--- src/verilog/rgcl_cfg.svh ---
// Constants of the receive gain control loop.
`ifndef RGCL_CFG_SVH
`define RGCL_CFG_SVH

`define RGCL_STEP_DB        6
`define RGCL_MAX_DB         48
`define RGCL_ATTEN_W        6
`define RGCL_STEP_MAX       4'h8
`define RGCL_THR_W          4
`define RGCL_EXP_W          4
`define RGCL_WIN_BASE       12
`define RGCL_WIN_CNT_W      18
`define RGCL_HI_THR_RST     4'hC
`define RGCL_LO_THR_RST     4'h4
`define RGCL_EXP_RST        4'h0

`endif

--- src/verilog/rgcl_pkg.sv ---
// Types of the receive gain control loop.
`default_nettype none
package rgcl_pkg;
  typedef enum logic [1:0] {rgcl_idle, rgcl_measure, rgcl_decide} rgcl_state_t;
  typedef logic [3:0] rgcl_step_t;
endpackage : rgcl_pkg
`default_nettype wire

--- src/verilog/rgcl_peak_hold.sv ---
// Peak hold over one measurement window.
`default_nettype none
`include "rgcl_cfg.svh"
module rgcl_peak_hold
  import rgcl_pkg::*;
(
  // Clock and reset.
  input  wire logic                    core_clk,
  input  wire logic                    sys_rst,
  // Control.
  input  wire logic                    clear,
  input  wire logic                    sample_en,
  // Sample in, peak out.
  input  wire logic [`RGCL_THR_W-1:0]  sample,
  output logic      [`RGCL_THR_W-1:0]  peak
);

  logic [`RGCL_THR_W-1:0] next_peak;

  always_comb
  begin
    next_peak = peak;
    if (clear)
    begin
      next_peak = sample_en ? sample : '0;
    end
    else if (sample_en && (sample > peak))
    begin
      next_peak = sample;
    end
  end

  always_ff @(posedge core_clk or posedge sys_rst)
  begin
    if (sys_rst)
    begin
      peak <= '0;
    end
    else
    begin
      peak <= next_peak;
    end
  end

endmodule : rgcl_peak_hold
`default_nettype wire

--- src/verilog/rgcl_loop.sv ---
// Receive gain control loop: windowed peak compare and attenuation stepping.
//
// Behaviour
// - Attenuation moves in 6 dB steps, max 48.
// - Peak above high threshold: add one step.
// - Peak below low threshold and not above high threshold: remove one step.
// - High threshold programmable 0 to 15.
// - Low threshold programmable 0 to 15.
// - Window is 12 clocks times two^exponent.
// - Loop runs only while enable is set.
`default_nettype none
`include "rgcl_cfg.svh"
module rgcl_loop
  import rgcl_pkg::*;
(
  // Clock and reset.
  input  wire logic                      core_clk,
  input  wire logic                      sys_rst,
  // Configuration.
  input  wire logic                      gain_loop_enable,
  input  wire logic [`RGCL_THR_W-1:0]    high_threshold,
  input  wire logic [`RGCL_THR_W-1:0]    low_threshold,
  input  wire logic [`RGCL_EXP_W-1:0]    peak_window_exponent,
  // Receive peak detector.
  input  wire logic                      sample_valid,
  input  wire logic [`RGCL_THR_W-1:0]    sample_level,
  // Attenuator and status.
  output logic      [`RGCL_ATTEN_W-1:0]  atten_db,
  output logic      [3:0]                atten_step,
  output logic                           window_done,
  output logic      [`RGCL_THR_W-1:0]    last_peak,
  output logic                           loop_active
);

  //////////////////////////////////////////////////////////////////////////////
  // Window length.

  // Longest window is 12 * 2^15 cycles, which fits in 19 bits.
  function automatic logic [`RGCL_WIN_CNT_W:0] win_len(input logic [`RGCL_EXP_W-1:0] e);
    logic [`RGCL_WIN_CNT_W:0] base;
    base    = (`RGCL_WIN_CNT_W+1)'(`RGCL_WIN_BASE);
    win_len = base << e;
  endfunction : win_len

  function automatic logic [`RGCL_ATTEN_W-1:0] to_db(input rgcl_step_t s);
    to_db = `RGCL_ATTEN_W'(s * `RGCL_STEP_DB);
  endfunction : to_db

  //////////////////////////////////////////////////////////////////////////////
  // Enable is synchronised; same-clock detector samples are delayed to stay aligned.

  logic                   en_s1, en_s2;
  logic                   val_s1, val_s2;
  logic [`RGCL_THR_W-1:0] lvl_s1, lvl_s2;

  always_ff @(posedge core_clk or posedge sys_rst)
  begin
    if (sys_rst)
    begin
      en_s1  <= 1'b0;
      en_s2  <= 1'b0;
      val_s1 <= 1'b0;
      val_s2 <= 1'b0;
      lvl_s1 <= '0;
      lvl_s2 <= '0;
    end
    else
    begin
      en_s1  <= gain_loop_enable;
      en_s2  <= en_s1;
      val_s1 <= sample_valid;
      val_s2 <= val_s1;
      lvl_s1 <= sample_level;
      lvl_s2 <= lvl_s1;
    end
  end

  //////////////////////////////////////////////////////////////////////////////
  // Peak store.

  logic                   clear_peak;
  logic [`RGCL_THR_W-1:0] peak;

  rgcl_peak_hold u_peak (
    .core_clk  (core_clk),
    .sys_rst   (sys_rst),
    .clear     (clear_peak),
    .sample_en (val_s2),
    .sample    (lvl_s2),
    .peak      (peak)
  );

  //////////////////////////////////////////////////////////////////////////////
  // Control.

  rgcl_state_t              state, next_state;
  logic [`RGCL_WIN_CNT_W:0] cnt, next_cnt;
  rgcl_step_t               step, next_step;
  logic                     next_done;
  logic [`RGCL_THR_W-1:0]   next_last;

  always_comb
  begin
    next_state = state;
    next_cnt   = cnt;
    next_step  = step;
    next_done  = 1'b0;
    next_last  = last_peak;
    clear_peak = 1'b0;
    if (!en_s2)
    begin
      // Dropping enable abandons any window in flight and releases the attenuator.
      next_state = rgcl_idle;
      next_step  = '0;
      next_cnt   = '0;
      clear_peak = 1'b1;
    end
    else
    begin
      case (state)
        rgcl_idle:
        begin
          next_state = rgcl_measure;
          next_cnt   = '0;
          clear_peak = 1'b1;
        end
        rgcl_measure:
        begin
          next_cnt = cnt + 1'b1;
          // The exponent is read live; change it only while disabled for clean windows.
          // The decide cycle closes the window, so measuring stops one cycle short of W.
          if (next_cnt >= win_len(peak_window_exponent) - 1'b1)
          begin
            next_state = rgcl_decide;
          end
        end
        rgcl_decide:
        begin
          // High wins if the thresholds are crossed, so overload never goes unanswered.
          // At full attenuation an overload holds instead of reaching the low test.
          if (peak > high_threshold)
          begin
            if (step < `RGCL_STEP_MAX)
            begin
              next_step = step + 1'b1;
            end
          end
          else if (peak < low_threshold)
          begin
            if (step != '0)
            begin
              next_step = step - 1'b1;
            end
          end
          next_done  = 1'b1;
          next_last  = peak;
          next_cnt   = '0;
          clear_peak = 1'b1;
          next_state = rgcl_measure;
        end
        default:
        begin
          next_state = rgcl_idle;
        end
      endcase
    end
  end

  always_ff @(posedge core_clk or posedge sys_rst)
  begin
    if (sys_rst)
    begin
      state <= rgcl_idle;
      cnt   <= '0;
      step  <= '0;
    end
    else
    begin
      state <= next_state;
      cnt   <= next_cnt;
      step  <= next_step;
    end
  end

  //////////////////////////////////////////////////////////////////////////////
  // Outputs.

  // Every output is registered so the attenuator never sees a decode glitch.
  logic [`RGCL_ATTEN_W-1:0] next_db;
  rgcl_step_t               next_atten_step;
  logic                     next_active;

  always_comb
  begin
    next_atten_step = next_step;
    next_db         = to_db(next_step);
    next_active     = en_s2;
  end

  always_ff @(posedge core_clk or posedge sys_rst)
  begin
    if (sys_rst)
    begin
      window_done <= 1'b0;
      last_peak   <= '0;
      atten_step  <= '0;
      atten_db    <= '0;
      loop_active <= 1'b0;
    end
    else
    begin
      window_done <= next_done;
      last_peak   <= next_last;
      atten_step  <= next_atten_step;
      atten_db    <= next_db;
      loop_active <= next_active;
    end
  end

endmodule : rgcl_loop
`default_nettype wire

--- config.mk ---
export PLATFORM = sky130hd
export DESIGN_NAME = rgcl_loop
export DESIGN_NICKNAME = d
export VERILOG_FILES = /design/src/verilog/rgcl_pkg.sv /design/src/verilog/rgcl_peak_hold.sv /design/src/verilog/rgcl_loop.sv
export VERILOG_INCLUDE_DIRS = /design/src /design/src/verilog
export SDC_FILE = /design/constraint.sdc
export NUM_CORES = 1
export LEC_CHECK = 0
export BUFFER_PORTS_ARGS = -buffer_cell sky130_fd_sc_hd__buf_2
export CAP_MARGIN = 20
export CORE_UTILIZATION = 45
export DETAILED_ROUTE_END_ITERATION = 16
export SETUP_SLACK_MARGIN = 0.05
export SLEW_MARGIN = 20
export SYNTH_ARGS = -nofsm -noshare
export SYNTH_HDL_FRONTEND = slang
export SYNTH_HIERARCHICAL = 1
export SYNTH_SLANG_ARGS = --single-unit
--- constraint.sdc ---
create_clock -name core_clk -period 6.5 [get_ports core_clk]
set_input_delay 0.65 -clock core_clk [delete_from_list [all_inputs] [get_ports core_clk]]
set_output_delay 0.65 -clock core_clk [all_outputs]
set_load 0.01 [all_outputs]
==> impl_metrics.yaml <==
run_status:
  run_status: "complete, no violations"
sta:
  slew_viol_final: 0
  fmax_mhz: 257
  worstMarginPinSlew_ns: 0.898
  whs_ns: 0.228
  rsz0062_at_grt: "false"
  setup_violations: 0
  min_period_over_period_pct: 59.9
  tns_ns: 0
  slew-limit-headroom_pct: 39.4
  period_needed_ns: 3.89
  skew_ns: 0.0104
  final-hold-violation-count: 0
critical_path:
  critPathKind: "input port to register"
  timing.rr.end: "atten_db[5]"
  crit_path_start_kind: "input port"
  worst_ep_arrival_time_ns: 4.11
  cp_slowest_cell: "o41ai_1"
  startpoint: "low_threshold[1]"
  path_cells: "buf_2, inv_1, ha_1, a21boi_0, o41ai_1, o21ai_0, nor4b_1, o31a_1, ha_1, a21o_1, a21oi_1, or3b_2, o211ai_1"
  slowest_delay_ns: 0.74
  cpMostUsedCell: "ha_1"
  cp_num_cells: 13
  crit_family: "compound AO/OA/AOI/OAI gates"
  reg2regPathDepth: 11
  path_buf_inv: 2
  r2r_slack_ns: 2.63
  cp_max_fo: 5
  cp-end-kind: "register"
  required_ns: 6.72
  r2r_start: "u_peak/peak[1]"
clocking:
  cts_root_buf: "clkbuf_8"
  htreeDepth: 2
  cts_tree: "built"
  clkLatencyLatePin_ns: 0.30
  cts_post_setup_buffers_inserted: 0
  clock_sinks: 51
  numCtsBuffers: 5
  path_clk_slew_ns: 0.10
  clock_path_buffers: 2
  holdBufCountCts: 0
  cts_resized: 0
power:
  p_leak_nw: 1.84
  peakVddDrop_mv: 0.114
  finalPower_mw: 0.620
  cellPowerDensity_nw_per_um2: 161
yosys:
  yosys.area.top_type: "dfrtp_1"
  yosysSeqAreaShare_pct: 35.9
  synth_area_um2: 3560
  synth_area_leaders: "dfrtp_1, ha_1, xnor2_1"
  syn-instance-count: 393
  synth_area_per_cell_um2: 9.05
  async_flop_share_pct: 100
  synth_warnings: 6
  synth_cell_types: 59
  synthFlopType: "dfrtp_1"
  synth_top_area_share_pct: 35.9
  synth_fp_nets: 452
  synth_seq_cells: 51
  synth_edf_count: 0
final_layout:
  antenna_cells: 0
  postLayoutCellArea_um2: 3850
  area_growth_pct: 8.26
  layout-drive-gt1-share_pct: 13.7
  nets: 474
routing:
  drt_iter0_markers: 98
  vias: 2697
  ant_nets: 0
  wl_per_cell_um: 12.8
  vias_per_cell: 5.21
  drc: 0
  drt_wl_total_mm: 6.61
  drtPass1Iterations: 4
floorplan:
  initial_core_util_pct: 46.3
  design.die.area_um2: 8270
  core_um2: 7690
  dieHeight_um: 90.9
  io_pins: 36
  die_w_um: 90.9
  num_rows: 32
place:
  port_buffers: 34
  finalWeightedCongestion: 0.767
  place_area_um2: 3760
  dp_hpwl_mm: 5.00
worst_hold_path:
  hp-class: "input port to async pin"
global_route:
  grt_max_degree: 48
  overflow: 0
  grt_pass1_vias: 2610
  grt_antenna_before_repair: 0
  grt_pass1_wl_mm: 11.9
  grt.total_usage_pct: 17.6
flow_run:
  maxCapViolations: 0
[power by group]
group,internal (mW),switching (mW),total (mW),leakage (nW)
Combinational,0.0390,0.0633,0.102,1.12
Clock,0.0771,0.109,0.186,0.0408
Sequential,0.325,0.00682,0.332,0.674
Total,0.441,0.179,0.620,1.84
[cell usage in the layout, fill, tap and decap left out, types with 14 or more instances in the layout]
master and instances:
a21oi_1 25, buf_2 34, dfrtp_1 51, ha_1 38, inv_1 24, nand2_1 31, nand3_1 17, nor2_1 38
o21ai_0 16, xnor2_1 20, xor2_1 14
[through the flow]
| step | setup WS [ns] | util [%] | std cells |
|---|---|---|---|
| 2_1_floorplan | 2.87 | - | 393 |
| 3_3_place_gp | 2.44 | 48.9 | 510 |
| 3_5_place_dp | 2.33 | 48.9 | 510 |
| 4_1_cts | 2.64 | 50.1 | 518 |
| 5_1_grt | 2.31 | 50.1 | 518 |
| 6_report | 2.61 | 50.1 | 518 |
[metal layers]
| layer | routed length, µm | vias to the layer above | global-route usage, % |
|---|---|---|---|
| li1 | - | 1411 | - |
| met3 | 131 | 2 | 2.78 |
| met5 | 0 | - | 0 |
| met1 | 3340 | 1253 | 23.8 |
| met4 | 38 | 0 | 3.57 |
| met2 | 3110 | 31 | 29.7 |
[registers in the layout, summed over array words and instances, names as in the netlist, 2 cells and up]
register     flops
cnt             19
u_peak/peak      4
state            2
atten_step       4
lvl_s2           4
last_peak        4
lvl_s1           4
atten_db         4
[cell usage after synthesis (7+ instances only)]
master and number:
clkbuf_1 13, ha_1 38, nor2_1 38, a21oi_1 25
xor2_1 14, dfrtp_1 51, nor3_1 10, nand2_1 31
o21ai_0 16, xnor2_1 20, nor2b_1 7, inv_1 25
nand3_1 17
[logic make-up (layout without fill, tap and decap cells)]
family / Yosys count / count (layout) / synth area share [%]
simple gates: 142 / 142 / 20.4
xor+xnor: 34 / 34 / 8.37
buf+inv: 44 / 67 / 5.38
compound gates: 73 / 73 / 13.3
fa+ha+maj: 39 / 39 / 13.9
other cells: 1 / 1 / 0.105
mux: 9 / 9 / 2.67
flops: 51 / 51 / 35.9
[worst register-to-register path: cells and delay by family, from the launching register on]
kind                     cells  cell delay [ns]
AO/OA/AOI/OAI                7             1.90
adder cells (fa/ha/maj)      2             0.52
AND/OR/NAND/NOR              2             0.95
flip-flops                   1             0.43
[layout make-up]
class,count,area (µm²)
inverter,25,95.1
sequential,51,1280
clock buffer,5,68.8
clock inverter,3,23.8
timing repair buffer,34,170
tap,102,128
fill,751,3830
multi-input combinational,298,2090
[worst max path at each step]
stage	end	slack, ns
5_1_grt	atten_db[5]	2.31
2_1_floorplan	atten_db[5]	2.87
3_3_place_gp	atten_db[5]	2.44
3_5_place_dp	atten_db[5]	2.33
6_report	atten_db[5]	2.61
4_1_cts	atten_db[5]	2.64
Note: power is estimated with default switching activity, not from simulation.
